### src/core/cid_cfg.svh
// Constants for the caller identity function select block
`ifndef CID_CFG_SVH
`define CID_CFG_SVH

// Clock rate
`define CID_CLK_HZ 125000000
// Alert-detect strobe low time, in microseconds
`define CID_ALERT_LOW_US 416
`define CID_ALERT_LOW_CYCLES ((`CID_ALERT_LOW_US * (`CID_CLK_HZ / 1000000)))
// Default serial bit rate (bits per second) used for the word-ready half bit
`define CID_BIT_RATE 1200
`define CID_HALF_BIT_CYCLES (`CID_CLK_HZ / (2 * `CID_BIT_RATE))
// Byte buffer length: data byte plus stop bit
`define CID_BUF_BITS 9
// Strobe idle level
`define CID_STROBE_IDLE 1'b1

`endif

### src/core/cid_pkg.sv
// Types for the caller identity function select block
package cid_pkg;

    typedef enum logic [2:0] {
        FN_FSK = 3'b000,
        FN_OFFHOOK = 3'b001,
        FN_ONHOOK = 3'b010,
        FN_POWERDOWN = 3'b011,
        FN_TEST = 3'b100
    } func_type;

endpackage

### src/core/caller_id_function_select.sv
// Function select, amplifier routing, strobe and serial output of a caller identity receiver
//
// Summary of operation
// - Both function selects high: FSK on line amp, strobe is word-ready.
// - A high, B low: off-hook alert detect on hybrid amp, strobe is alert-detect.
// - A low, B high: on-hook alert detect on line amp, strobe is alert-detect.
// - Interface select high, both selects low: power-down, all off, strobe high.
// - In power-down the shift clock pin is an input (buffered mode).
// - Hybrid amp is used only for off-hook alert detect, ignored otherwise.
// - Interface select low: direct bit stream; high: 9-bit buffer read by clock.
// - Word-ready rests high, pulses low at each word end for half a bit time, or until the first read clock if buffered.
// - Alert-detect goes low for 416 us after a detected alert tone ends.
`include "cid_cfg.svh"

module caller_id_function_select
    import cid_pkg::*;
#(
    parameter int SAMPLE_W = 12,
    parameter int HALF_BIT_CYCLES = `CID_HALF_BIT_CYCLES,
    parameter int ALERT_CYCLES = `CID_ALERT_LOW_CYCLES
) (
    // Clock and reset
    input wire logic mclk,
    input wire logic nrst,
    // Select pins
    input wire logic interface_select_pin,
    input wire logic function_select_a,
    input wire logic function_select_b,
    // Amplifier samples
    input wire logic [SAMPLE_W-1:0] line_side_amp,
    input wire logic [SAMPLE_W-1:0] hybrid_side_amp,
    // Demodulator and detector events
    input wire logic demod_bit,
    input wire logic demod_bit_strobe,
    input wire logic word_valid,
    input wire logic [`CID_BUF_BITS-1:0] word_data,
    input wire logic alert_tone_end,
    // Shift clock pin
    input wire logic shift_clock_in,
    output logic shift_clock_out,
    output logic shift_clock_oe,
    // Detector input and enables
    output logic [SAMPLE_W-1:0] detector_sample,
    output logic sel_hybrid,
    output logic fsk_enable,
    output logic offhook_detect_enable,
    output logic onhook_detect_enable,
    // Serial data and shared strobe
    output logic data_out,
    output logic shared_strobe_n
);

    // The shared pulse counter is 20 bits wide, so longer pulses are refused when the block is built
    if (SAMPLE_W < 1 || HALF_BIT_CYCLES < 1 || ALERT_CYCLES < 1 || HALF_BIT_CYCLES >= (1 << 20)
        || ALERT_CYCLES >= (1 << 20)) begin : g_bad_params
        $error("caller_id_function_select: unsupported parameter values");
    end

    localparam logic [19:0] HALF_BIT_LOAD = 20'(HALF_BIT_CYCLES);
    localparam logic [19:0] ALERT_LOAD = 20'(ALERT_CYCLES);

    func_type func;
    func_type func_prev;
    logic [`CID_BUF_BITS-1:0] buffer;
    logic [19:0] strobe_count;
    logic shift_clock_prev;
    logic shift_rise;
    logic buffered;

    ////////////////////////////////////////////////////////////////////////////////
    // Select decode, purely combinational so a pin change acts at once
    always_comb begin
        case ({interface_select_pin, function_select_a, function_select_b})
            3'b011, 3'b111: func = FN_FSK;
            3'b010, 3'b110: func = FN_OFFHOOK;
            3'b001, 3'b101: func = FN_ONHOOK;
            3'b100: func = FN_POWERDOWN;
            // Reserved test code: treated as everything off
            default: func = FN_TEST;
        endcase
    end

    assign buffered = interface_select_pin;
    assign shift_rise = shift_clock_in && !shift_clock_prev;

    ////////////////////////////////////////////////////////////////////////////////
    // Routing and enables
    always_ff @(posedge mclk) begin
        if (!nrst) begin
            fsk_enable <= 1'b0;
            offhook_detect_enable <= 1'b0;
            onhook_detect_enable <= 1'b0;
            sel_hybrid <= 1'b0;
            detector_sample <= '0;
        end else begin
            fsk_enable <= (func == FN_FSK);
            offhook_detect_enable <= (func == FN_OFFHOOK);
            onhook_detect_enable <= (func == FN_ONHOOK);
            sel_hybrid <= (func == FN_OFFHOOK);
            case (func)
                FN_OFFHOOK: detector_sample <= hybrid_side_amp;
                FN_FSK, FN_ONHOOK: detector_sample <= line_side_amp;
                default: detector_sample <= '0;
            endcase
        end
    end

    ////////////////////////////////////////////////////////////////////////////////
    // Shift clock pin: driven only in direct mode, an input whenever buffered
    always_ff @(posedge mclk) begin
        if (!nrst) begin
            shift_clock_prev <= 1'b0;
            shift_clock_out <= 1'b0;
            shift_clock_oe <= 1'b0;
        end else begin
            shift_clock_prev <= shift_clock_in;
            shift_clock_out <= demod_bit_strobe && (func == FN_FSK);
            shift_clock_oe <= !buffered && (func == FN_FSK);
        end
    end

    ////////////////////////////////////////////////////////////////////////////////
    // Serial data: direct stream or 9-bit buffer shifted out LSB first
    always_ff @(posedge mclk) begin
        if (!nrst) begin
            buffer <= '0;
            data_out <= 1'b0;
        end else if (func != FN_FSK) begin
            data_out <= 1'b0;
        end else if (!buffered) begin
            data_out <= demod_bit;
        end else if (word_valid) begin
            buffer <= word_data;
            data_out <= word_data[0];
        end else if (shift_rise) begin
            buffer <= {1'b1, buffer[`CID_BUF_BITS-1:1]};
            data_out <= buffer[1];
        end
    end

    ////////////////////////////////////////////////////////////////////////////////
    // Shared strobe; a function change drops any pulse in progress
    always_ff @(posedge mclk) begin
        if (!nrst) begin
            func_prev <= FN_TEST;
            strobe_count <= '0;
            shared_strobe_n <= `CID_STROBE_IDLE;
        end else begin
            func_prev <= func;
            if (func != func_prev || func == FN_POWERDOWN || func == FN_TEST) begin
                strobe_count <= '0;
                shared_strobe_n <= `CID_STROBE_IDLE;
            end else if (func == FN_FSK && word_valid) begin
                strobe_count <= HALF_BIT_LOAD - 20'd1;
                shared_strobe_n <= 1'b0;
            end else if ((func == FN_OFFHOOK || func == FN_ONHOOK) && alert_tone_end) begin
                strobe_count <= ALERT_LOAD - 20'd1;
                shared_strobe_n <= 1'b0;
            end else if (func == FN_FSK && buffered && shift_rise && !shared_strobe_n) begin
                // First read clock returns the strobe high so it can clear an interrupt
                strobe_count <= '0;
                shared_strobe_n <= `CID_STROBE_IDLE;
            end else if (strobe_count != 20'd0) begin
                strobe_count <= strobe_count - 20'd1;
            end else begin
                shared_strobe_n <= `CID_STROBE_IDLE;
            end
        end
    end
endmodule

### config.mk
export PLATFORM = sky130hd
export DESIGN_NAME = caller_id_function_select
export DESIGN_NICKNAME = d
export VERILOG_FILES = /design/src/core/cid_pkg.sv /design/src/core/caller_id_function_select.sv
export VERILOG_INCLUDE_DIRS = /design/src /design/src/core
export SDC_FILE = /design/constraint.sdc
export NUM_CORES = 1
export LEC_CHECK = 0
export ABC_AREA = 1
export BUFFER_PORTS_ARGS = -buffer_cell sky130_fd_sc_hd__buf_2
export CAP_MARGIN = 10
export CORE_UTILIZATION = 50
export DETAILED_ROUTE_END_ITERATION = 8
export PLACE_DENSITY = 0.75
export SETUP_SLACK_MARGIN = 0.02
export SYNTH_ARGS = -nofsm -noshare
export SYNTH_HDL_FRONTEND = slang
export SYNTH_SLANG_ARGS = --single-unit
### constraint.sdc
create_clock -name mclk -period 2 [get_ports mclk]
set_input_delay 0.2 -clock mclk [delete_from_list [all_inputs] [get_ports mclk]]
set_output_delay 0.2 -clock mclk [all_outputs]
set_load 0.005 [all_outputs]
Yosys cells after proc, flatten, opt, wreduce, memory -nomap -nowiden. Index checks and enable logic that the tools add are counted.

Logic and storage cells: 75. Output and inout bits: 20. Register bits after elaboration: 52. Input port bits: 43.

Muxes and demuxes: 15. Equal/unequal tests: 14. Add/subtract/negate cells: 1. Reduce and logical (&&, ||, !) cells: 29. Bitwise gates (word level): 2.

Operators by type and width (count): $mux W16 (4); $pmux W12 S2 (1); $reduce_bool A20 Y1 (1); $sub A20 B1 Y20 const B (1); $mux W9 (2); $eq A3 B3 Y1 const B (5); $eq A3 B2 Y1 const B (4); $pmux W3 S4 (1); $reduce_or A2 Y1 (6); $logic_and A1 B1 Y1 (8); $mux W1 (7); $eq A3 B1 Y1 const B (2); $reduce_bool A3 Y1 (2); $reduce_or A5 Y1 (1); $ne A4 B4 Y1 const B (1); $reduce_bool A4 Y1 (1); $logic_not A1 Y1 (3); $logic_not A3 Y1 (1); $logic_or A1 B1 Y1 (3); $ne A3 B1 Y1 const B (1); $ne A3 B3 Y1 (1); $reduce_and A3 Y1 (1); $reduce_or A3 Y1 (1); $not A1 Y1 (2); $reduce_bool A2 Y1 (1).

Logic depth before layout (Yosys ltp). Gate-level depths: netlist (run 1).

Depth in word-level cells: 10. Mapped depth: 9. Mapped depth without buffers: 9.

Worst setup path after synthesis (run 1). No wires, ideal clock.

Path kind: register to register. Start: register strobe_count[0]. End: register strobe_count[16]. Path buffers: 0. Data arrival time: 1.256 ns. Data required time: 1.935 ns. Clock period less this slack: 1.321 ns. Slack: 0.679 ns. Library setup time: 0.065 ns. Stages on the path, launching flop included: 9. Path through: dfxtp_1 > inv_1 > ha_1 > nand2_1 > nor2_2 > nand2_1 > xnor2_1 > nand2_1 > nor2_1.

Cells in the longest elaborated chain, start to end: 1. Elaborated cells between the ends (all ways): 2. Classes of those cells: add/sub: 1; reduce/logical: 1.

Ends and longest elaborated chain: from (decl) (RTL line caller_id_function_select.sv:65) `logic [19:0] strobe_count;`; from (signal assigned) (RTL line caller_id_function_select.sv:154) `strobe_count <= HALF_BIT_LOAD - 20'd1;`; from (signal assigned) (RTL line caller_id_function_select.sv:157) `strobe_count <= ALERT_LOAD - 20'd1;`; from (signal assigned) (RTL line caller_id_function_select.sv:164) `strobe_count <= strobe_count - 20'd1;`; $sub A20 B1 Y20 or $reduce_bool A20 Y1 (tied branches) (RTL line caller_id_function_select.sv:164, caller_id_function_select.sv:163).

Parallel ways exist; a longest one is shown, timed or not. A chain may end at the register's enable or synchronous reset.

Worst setup path in the final report (run 1).
Start: register strobe_count[0]. End: register strobe_count[10].

Same word-level chain as after synthesis.

==> results of run 1 <==
-- through the flow --
| step | worst slack, ns | total power [mW] | hold slack [ns] | cell area, µm² |
|---|---|---|---|---|
| floorplan | 0.6789 | 1.505 | 0.2724 | 2315 |
| global placement | 0.5084 | 1.644 | 0.3920 | 2656 |
| detailed placement | 0.4822 | 1.651 | 0.4006 | 2656 |
| CTS | 0.4514 | 2.271 | 0.07816 | 2748 |
| global route | 0.2723 | 2.393 | 0.08759 | 2748 |
| finish | 0.4464 | 2.253 | 0.07868 | 2748 |
-- registers in the layout (all words and copies together) (netlist names), 3 cells and up --
register	count
buffer	8
detector_sample	12
func_prev	3
strobe_count	20
-- layout by cell type, fill, tap and decap left out, drive strengths merged, types with 2 or more instances in the layout --
| cell | count |
|---|---|
| a21oi | 14 |
| a31oi | 7 |
| a32o | 12 |
| buf | 63 |
| clkbuf | 5 |
| dfxtp | 51 |
| ha | 2 |
| inv | 32 |
| nand2 | 66 |
| nand3 | 22 |
| nand4 | 4 |
| nor2 | 56 |
| nor3 | 4 |
| o211ai | 2 |
| o21ai | 17 |
| o21bai | 3 |
| xnor2 | 3 |
| xor2 | 4 |
-- final timing paths --
path | end | from | depth (start not counted) | slack, ns
setup / recovery | strobe_count[10] | strobe_count[0] | 8 | 0.45
hold / removal | shift_clock_prev | shift_clock_in | 3 | 0.08
setup reg to reg | strobe_count[10] | strobe_count[0] | 8 | 0.45
hold reg to reg | buffer[4] | buffer[5] | 2 | 0.48
-- synthesized netlist by cell type (all sizes together) --
library cell  instances
nand3b                1
a21boi                1
xor2                  4
nor3                  4
buf                   5
nand2                66
o21bai                3
ha                    2
or2                   1
nand4                 4
nor2                 56
a31oi                 7
nand3                22
xnor2                 3
dfxtp                51
a32o                 12
inv                  30
nor3b                 1
o211ai                2
o21ai                17
a21oi                14
clkbuf                3
-- layout make-up --
class                   count  area, µm²
flip-flops and latches     51       1021
inverters                  30      112.6
clock inverters             3      22.52
repair buffers             63      317.8
clock buffers               5      68.82
fillers                   415       1667
well taps                  52      65.06
multi-input cells         220       1140
-- metal layers --
| layer | vias to the layer above | routed length (µm) | global-route usage |
|---|---|---|---|
| li1 | 1150 | - | - |
| met1 | 969 | 2346 | 0.2679 |
| met2 | 67 | 2396 | 0.3835 |
| met3 | 6 | 287 | 0.05339 |
| met4 | 0 | 47 | 0.04889 |
| met5 | - | 0 | 0 |
-- where the power goes --
group	switching [mW]	internal (mW)
clock network	0.364	0.254
registers	0.0212	1.06
logic	0.345	0.210
-- worst max-delay path, cell delays in order (launching register included) --
cell and delay, ns:
dfxtp_1 0.33, inv_1 0.14, ha_1 0.22, nand2_1 0.17, nor2_2 0.25, nand2_1 0.10, xnor2_1 0.14, nand2_1 0.06
nor2_1 0.09
-- cells by family (layout without fill, tap and decap cells) --
family / count (synthesis) / count (layout) / share of synthesized area
xor gates and xnor gates: 7 / 7 / 0.02649
and+or+nand+nor: 155 / 155 / 0.2930
adders and majority gates: 2 / 2 / 0.01081
buffers and inverters: 38 / 101 / 0.06648
DFF: 51 / 51 / 0.4411
AOI/OAI and AO/OA: 56 / 56 / 0.1622
==> reports/metrics.yaml, run 1 <==
run_status:
  status: "completed"
clocking:
  cts_max_path_buffers: 2
  clkTransAtPathRegs_ns: 0.09
  cts_num_sinks: 51
  cts_setup_buffers: 0
  root_buffer: "clkbuf_8"
  ctsHoldBuffers: 0
  ctsResizeCount: 0
  cts_tree: "done"
  clock_latency_ns: 0.31
  cts-htree-levels: 2
  cts_buffers: 5
placement:
  dp_cells: 416
  io_buffers: 62
  globalplace.congestion: 0.8474
  dp_hpwl_um: 3762
power:
  power_density_nw_per_um2: 819.8
  irDropWorstVdd_v: 0.0004893
  leakagePower_nw: 1.353
routing:
  wl_um: 5078
  vias: 2192
  wl_per_cell_um: 11.98
  avgViaCountPerCell: 5.170
  drt_iter0_drc: 131
  dr.pass1.iters: 4
  route.detailed.drc: 0
  postRouteAntennaNets: 0
floorplan:
  initial_core_util: 0.5244
  die_w_um: 70.04
  die_area_um2: 4906
  num_rows: 24
  io_pins: 63
  die_h_um: 70.04
  coreArea_um2: 4414
critical_path:
  critPathArrivalTime_ns: 1.80
  cp_max_fo: 5
  endpoint_kind: "register"
  path_class: "register to register"
  startpoint_type: "register"
  cp.required_ns: 2.25
grt:
  antenna_found_initial: 0
  grt_pass1_vias: 2137
  grt_pass1_wl_um: 8894
  grt_usage: 0.2180
  grt_max_degree: 25
  globalRouteOverflowTotal: 0
worst_hold_path:
  hold_path.class: "primary input to register"
synth:
  synth_cells: 309
  synth.avg_cell_area_um2: 7.491
  syn-num-nets: 354
  synth_area_leaders: "dfxtp_1, nand2_1, nor2_1"
  ys_seq_elements: 51
  synth_top_area_frac: 0.4411
  seq_area_frac_synth: 0.4411
  ys_warn_count: 0
  yosysTopAreaCell: "dfxtp_1"
  synth_area_um2: 2315
  synthDistinctLibCells: 31
timing:
  setup_viol: 0
  maxSlewHeadroom: 0.7290
  fin_skew_ns: 0.007673
  grt_setup_unrepaired: "no"
  fmax_mhz: 643.7
  finalHoldViolCount: 0
  setup_tns_ns: 0
  maxSlewViolCount: 0
  period_share: 0.7768
  max_slew.worst_pin.slew_ns: 0.4065
  post-route-min-period_ns: 1.554
layout:
  instances_no_fill: 424
  n_antenna_cell: 0
  layout-drive-gt1-share: 0.2392
  final_util: 0.6224
  nets: 416
  area_delta_synth_final_pct: 18.70
job:
  maxCapViolations: 0
(Power assumes the default switching activity.)
==> run 2: changes to the inputs <==
--- a/config.mk
+++ b/config.mk
@@ -6,12 +6,12 @@
 export SDC_FILE = /design/constraint.sdc
 export NUM_CORES = 1
 export LEC_CHECK = 0
-export ABC_AREA = 1
+export ABC_AREA = 0
 export BUFFER_PORTS_ARGS = -buffer_cell sky130_fd_sc_hd__buf_2
 export CAP_MARGIN = 10
-export CORE_UTILIZATION = 50
+export CORE_UTILIZATION = 46
 export DETAILED_ROUTE_END_ITERATION = 8
-export PLACE_DENSITY = 0.75
+export PLACE_DENSITY = 0.73
 export SETUP_SLACK_MARGIN = 0.02
 export SYNTH_ARGS = -nofsm -noshare
 export SYNTH_HDL_FRONTEND = slang
==> constraint.sdc (replaced) <==
create_clock -name mclk -period 1.37 [get_ports mclk]
set_input_delay 0.137 -clock mclk [delete_from_list [all_inputs] [get_ports mclk]]
set_output_delay 0.137 -clock mclk [all_outputs]
set_load 0.005 [all_outputs]
==> run 2 against run 1 <==
The flow now finishes with violations (setup timing). Routed wire length up 6.0%. Setup slack worse by 1.1 ns. Hold slack worse by 0.052 ns. Fmax down 24%. Sequential power up 44%. Count of clock-buffer cells in the layout up 2. Sequential share of layout area down 6.6 points. Clock skew down 0.0020 ns. First-iteration DRC count down 38%. Synthesized cell count down 21%. Flip-flop and latch count unchanged. Largest power group unchanged.
==> reports/metrics.yaml, run 2 <==
run_status:
  status: "finished, violations left"
  violations: "setup timing"
critical_path:
  worstRegToRegCells: 4
  startpoint_type: "register"
  cp_max_fo: 2
  rrSetupSlack_ns: -0.68
  r2r_end: "strobe_count[0]"
  critPathArrivalTime_ns: 2.29
  path_class: "register to register"
  endpoint_kind: "register"
  cp.required_ns: 1.61
  r2r_start: "strobe_count[10]"
routing:
  vias: 2161
  drt_iter0_drc: 81
  route.detailed.drc: 0
  wl_um: 5382
  postRouteAntennaNets: 0
  wl_per_cell_um: 12.60
  dr.pass1.iters: 4
  avgViaCountPerCell: 5.061
layout:
  largest_reg_flops: 20
  layout-drive-gt1-share: 0.4556
  top_register: "strobe_count"
  area_delta_synth_final_pct: 48.42
  nets: 404
  design_area_um2: 3348
  n_antenna_cell: 0
  reg_top3: "strobe_count (20), detector_sample (12), buffer (8)"
  mostFrequentLayoutCells: "buf_2, buf_4, dfxtp_1"
  fill_cells: 350
  layout_commonest_cell: "buf_2"
synth:
  syn-num-nets: 290
  synth.avg_cell_area_um2: 9.208
  seq_area_frac_synth: 0.4526
  synth_edf_count: 0
  synth_cells: 245
  ys_seq_elements: 51
  synthDistinctLibCells: 42
  yosysTopAreaCell: "dfxtp_1"
  synth_top_area_frac: 0.4526
  synthArstFlopShare: 0
  synth_area_leaders: "dfxtp_1, xnor2_1, nor2_1"
  post-synth-top-count-cell: "dfxtp_1"
  synth_commonest_cells: "dfxtp_1, nor2_1, nand2_1, nor2b_1, xnor2_1"
  ys_warn_count: 0
  synth_area_um2: 2256
  yosys_most_used_dff: "dfxtp_1"
floorplan:
  io_pins: 63
  coreArea_um2: 4723
  num_rows: 25
  die_h_um: 72.03
  die_w_um: 72.03
  die_area_um2: 5188
  initial_core_util: 0.4776
placement:
  io_buffers: 62
  globalplace.congestion: 0.8841
  dp_hpwl_um: 3863
  postPlaceCellArea_um2: 3097
grt:
  globalRouteOverflowTotal: 0
  grt_pass1_vias: 2078
  grt_max_degree: 19
  antenna_found_initial: 0
  grt_pass1_wl_um: 8963
  grt_usage: 0.2201
timing:
  finalHoldViolCount: 0
  grt_setup_unrepaired: "yes"
  setup_viol: 21
  setup_tns_ns: -9.415
  setup_ws_ns: -0.6802
  fmax_mhz: 487.8
  fin_skew_ns: 0.005624
  max_slew.worst_pin.slew_ns: 0.3833
  post-route-min-period_ns: 2.050
  maxSlewHeadroom: 0.7426
  period_share: 1.497
  maxSlewViolCount: 0
power:
  p_sw_mw: 1.006
  intPower_mw: 2.540
  power_density_nw_per_um2: 1059
  p_sw_frac: 0.2836
  comb_power_share: 0.293
  clkPwrFrac: 0.267
  seqPwrFrac: 0.441
  irDropWorstVdd_v: 0.0007993
  leakagePower_nw: 1.604
clocking:
  cts_tree: "done"
  ctsHoldBuffers: 0
  root_buffer: "clkbuf_8"
  clock_latency_ns: 0.30
  cts-htree-levels: 2
  clkTransAtPathRegs_ns: 0.09
  cts_max_path_buffers: 2
  cts_buffers: 5
  cts_num_sinks: 51
worst_hold_path:
  hold_end: "shift_clock_out"
  hp-start: "demod_bit_strobe"
  hold_depth: 2
  hold_path.class: "primary input to register"
job:
  maxCapViolations: 0
run 2: changes by cell type after synthesis, moves of 10 or more:
cell	delta
a22oi_1	+12
a32o_1	-12
clkbuf_1	+10
inv_1	-20
nand2_1	-48
nand3_1	-13
nor2_1	-27
nor2b_1	+15
xnor2_1	+11
run 2: cells by family after synthesis:
| logic type | Yosys count | synth area share |
|---|---|---|
| AO/OA/AOI/OAI | 47 | 0.1498 |
| XOR/XNOR | 18 | 0.06988 |
| adder cells (fa/ha/maj) | 2 | 0.01109 |
| buffers and inverters | 19 | 0.03328 |
| flip-flops | 51 | 0.4526 |
| multiplexers | 10 | 0.04493 |
| AND/OR/NAND/NOR | 98 | 0.2385 |
run 2: power by group through the flow:
stage / clock [mW] / combinational [mW] / sequential [mW]
6_report: 0.946 / 1.04 / 1.56
5_1_grt: 1.03 / 1.12 / 1.57
4_1_cts: 0.965 / 0.982 / 1.56
3_5_place_dp: 0 / 0.856 / 1.60
3_3_place_gp: 0 / 0.848 / 1.60
2_1_floorplan: 0 / 0.540 / 1.61
run 2: metrics by stage:
stage	hold WS [ns]	util	instances	total power [mW]	setup WS [ns]
detailed placement	0.3435	0.6556	413	2.453	-0.6991
CTS	0.02400	0.6993	424	3.509	-0.6848
global route	0.02556	0.7089	427	3.728	-0.7485
floorplan	0.2587	-	245	2.147	-0.6917
global placement	0.3375	0.6556	413	2.444	-0.6688
finish	0.02628	0.7089	427	3.546	-0.6802
run 2: worst max path at each step:
stage / cells after the start / slack, ns / from / to
floorplan: 4 / -0.69 / strobe_count[10] / strobe_count[0]
global placement: 4 / -0.67 / strobe_count[10] / strobe_count[0]
detailed placement: 4 / -0.70 / strobe_count[10] / strobe_count[0]
CTS: 4 / -0.68 / strobe_count[10] / strobe_count[0]
global route: 4 / -0.75 / strobe_count[10] / strobe_count[0]
finish: 4 / -0.68 / strobe_count[10] / strobe_count[0]
run 2: critical path, stage by stage, from the launching register on:
cell     delay (ns)
dfxtp_2        0.33
or4_4          0.53
or4_4          0.49
or4_1          0.50
a31oi_1        0.13
run 2: cell type report:
| type | count | area (µm²) | share of cell area |
|---|---|---|---|
| well taps | 67 | 83.83 | 0.02504 |
| clock inverters | 1 | 7.507 | 0.002242 |
| flip-flops and latches | 51 | 1023 | 0.3057 |
| inverters | 4 | 15.01 | 0.004484 |
| clock buffers | 7 | 96.34 | 0.02877 |
| repair buffers | 121 | 780.7 | 0.2332 |
| multi-input cells | 176 | 1341 | 0.4006 |
run 2: metal layers:
metal | up-vias | routed length [µm] | share of wire | global-route usage
li1 | 1100 | - | - | -
met4 | 0 | 101 | 0.019 | 0.09150
met1 | 1012 | 2349 | 0.44 | 0.2509
met2 | 40 | 2756 | 0.51 | 0.3941
met3 | 9 | 175 | 0.033 | 0.05278
met5 | - | 0 | 0 | 0
run 2: timing repair:
item | 4_1_cts | 5_1_grt
gates cloned | 1 | 0
setup buffers | 2 | 3
endpoints found under the setup margin | 21 | 21
gates resized for setup | 19 | 6
pin swaps | 11 | 8
==> run 3: changes to the inputs <==
==> constraint.sdc (replaced) <==
create_clock -name mclk -period 1.37 [get_ports mclk]
set_input_delay 0.0685 -clock mclk [delete_from_list [all_inputs] [get_ports mclk]]
set_output_delay 0.0685 -clock mclk [all_outputs]
set_load 0.005 [all_outputs]
==> run 3 against run 2 <==
The flow still finishes with violations (setup timing). Via count is 1.5% lower. Total power down 3.4%. Clock power fell by 7.3%. Register-to-register slack improved by 0.08 ns. Sequential share of layout area up 1.2 points. Global-route usage shrank 0.39 points. Count of clock-buffer cells in the layout shrank 2. Fmax rose by 3.9%.
==> reports/metrics.yaml, run 3 (synthesis results as in run 2) <==
worst_hold_path:
  hold_path.class: "primary input to register"
  hp-start: "demod_bit"
  hold_end: "data_out"
  hold_depth: 3
critical_path:
  path_class: "register to register"
  path_common_cell: "or4_4"
  r2r_end: "strobe_count[0]"
  r2r_start: "strobe_count[11]"
  worstRegToRegCells: 4
  cp.required_ns: 1.61
  endpoint_kind: "register"
  cp_max_fo: 2
  cp_slowest_stage_delay_ns: 0.53
  startpoint_type: "register"
  crit_family: "simple AND/OR/NAND/NOR gates"
  crit_buf_inv: 0
  crit_chain: "or4_4 > or4_4 > or4_1 > a31oi_1"
  rrSetupSlack_ns: -0.60
  critical_path.slowest_cell: "or4_4"
  critPathArrivalTime_ns: 2.21
layout:
  design_area_um2: 3222
  layout-drive-gt1-share: 0.4205
  fill_cells: 380
  largest_reg_flops: 20
  mostFrequentLayoutCells: "buf_2, buf_4, dfxtp_1"
  reg_top3: "strobe_count (20), detector_sample (12), buffer (8)"
  area_delta_synth_final_pct: 42.82
  nets: 396
  instances_no_fill: 419
  top_register: "strobe_count"
  n_antenna_cell: 0
  layout_commonest_cell: "buf_2"
grt:
  grt_pass1_wl_um: 8756
  grt_usage: 0.2162
  globalRouteOverflowTotal: 0
  grt_max_degree: 27
  antenna_found_initial: 0
  grt_pass1_vias: 2013
job:
  maxCapViolations: 0
timing:
  setup_viol: 21
  setup_ws_ns: -0.6040
  maxSlewViolCount: 0
  grt_setup_unrepaired: "yes"
  maxSlewHeadroom: 0.7425
  fin_skew_ns: 0.006976
  max_slew.worst_pin.slew_ns: 0.3830
  fmax_mhz: 506.6
  finalHoldViolCount: 0
  post-route-min-period_ns: 1.974
  period_share: 1.441
routing:
  avgViaCountPerCell: 5.079
  wl_um: 5394
  dr.pass1.iters: 4
  wl_per_cell_um: 12.87
  vias: 2128
  route.detailed.drc: 0
  postRouteAntennaNets: 0
  drt_iter0_drc: 62
floorplan:
  coreArea_um2: 4723
  die_area_um2: 5188
  die_w_um: 72.03
  die_h_um: 72.03
  num_rows: 25
  initial_core_util: 0.4776
  io_pins: 63
run_status:
  status: "finished, violations left"
  violations: "setup timing"
placement:
  dp_cells: 408
  globalplace.congestion: 0.8683
  postPlaceCellArea_um2: 3043
  dp_hpwl_um: 3989
  io_buffers: 62
  pre_cts_slack_ns: -0.7338
clocking:
  cts_buffers: 5
  clock_latency_ns: 0.30
  root_buffer: "clkbuf_8"
  clkTransAtPathRegs_ns: 0.10
  cts_tree: "done"
  cts-htree-levels: 2
  cts_max_path_buffers: 2
  cts_num_sinks: 51
power:
  irDropWorstVdd_v: 0.0006324
  leakagePower_nw: 1.544
  power_density_nw_per_um2: 1063
## run 3: how the worst max path moves through the flow
stage / endpoint / slack (ns) / from / cells past startpoint
2_1_floorplan: strobe_count[0] / -0.69 / strobe_count[10] / 4
3_5_place_dp: strobe_count[0] / -0.73 / strobe_count[10] / 4
5_1_grt: strobe_count[0] / -0.63 / strobe_count[11] / 6
6_report: strobe_count[0] / -0.60 / strobe_count[11] / 4
4_1_cts: strobe_count[0] / -0.60 / strobe_count[11] / 4
3_3_place_gp: strobe_count[0] / -0.69 / strobe_count[10] / 4
## run 3: stage by stage
step	total power [mW]	TNS, ns	util	hold slack (ns)
floorplan	2.145	-7.180	-	0.1902
global route	3.611	-12.18	0.6821	0.003922
finish	3.424	-10.79	0.6821	0.009675
CTS	3.404	-10.38	0.6763	0.006977
detailed placement	2.469	-10.35	0.6442	0.2854
global placement	2.449	-9.996	0.6442	0.2705
## run 3: what timing repair did
action / in CTS / in global routing
hold buffers: 1 / 0
setup endpoints to repair: 21 / 21
buffers inserted: 1 / 0
pin swaps: 6 / 1
resized for setup: 8 / 7
endpoints found under the hold margin: 1 / 0
gates cloned: 1 / 0
## run 3: cell type report
| type | count | area (µm²) | share of cell area |
|---|---|---|---|
| multi-input cells | 176 | 1311 | 0.4070 |
| flip-flops and latches | 51 | 1023 | 0.3177 |
| repair buffers | 113 | 695.7 | 0.2159 |
| well taps | 67 | 83.83 | 0.02602 |
| clock buffers | 5 | 68.82 | 0.02136 |
| clock inverters | 3 | 23.77 | 0.007379 |
| inverters | 4 | 15.01 | 0.004660 |
## run 3: where the power goes
| part | internal [mW] | leakage, nW | total, mW | switching, mW |
|---|---|---|---|---|
| Combinational | 0.512 | 1.09 | 0.982 | 0.470 |
| Clock | 0.366 | 0.0408 | 0.877 | 0.511 |
| Sequential | 1.54 | 0.417 | 1.57 | 0.0252 |
## run 3: worst min-delay path: stages
cell     delay (ns)
buf_2          0.08
mux2i_1        0.05
nor2_1         0.08
## run 3: layer usage
layer	part of all wire	GRT usage
met3	0.034	0.04861
met2	0.52	0.3878
met5	0	0
met1	0.43	0.2533
met4	0.013	0.07625
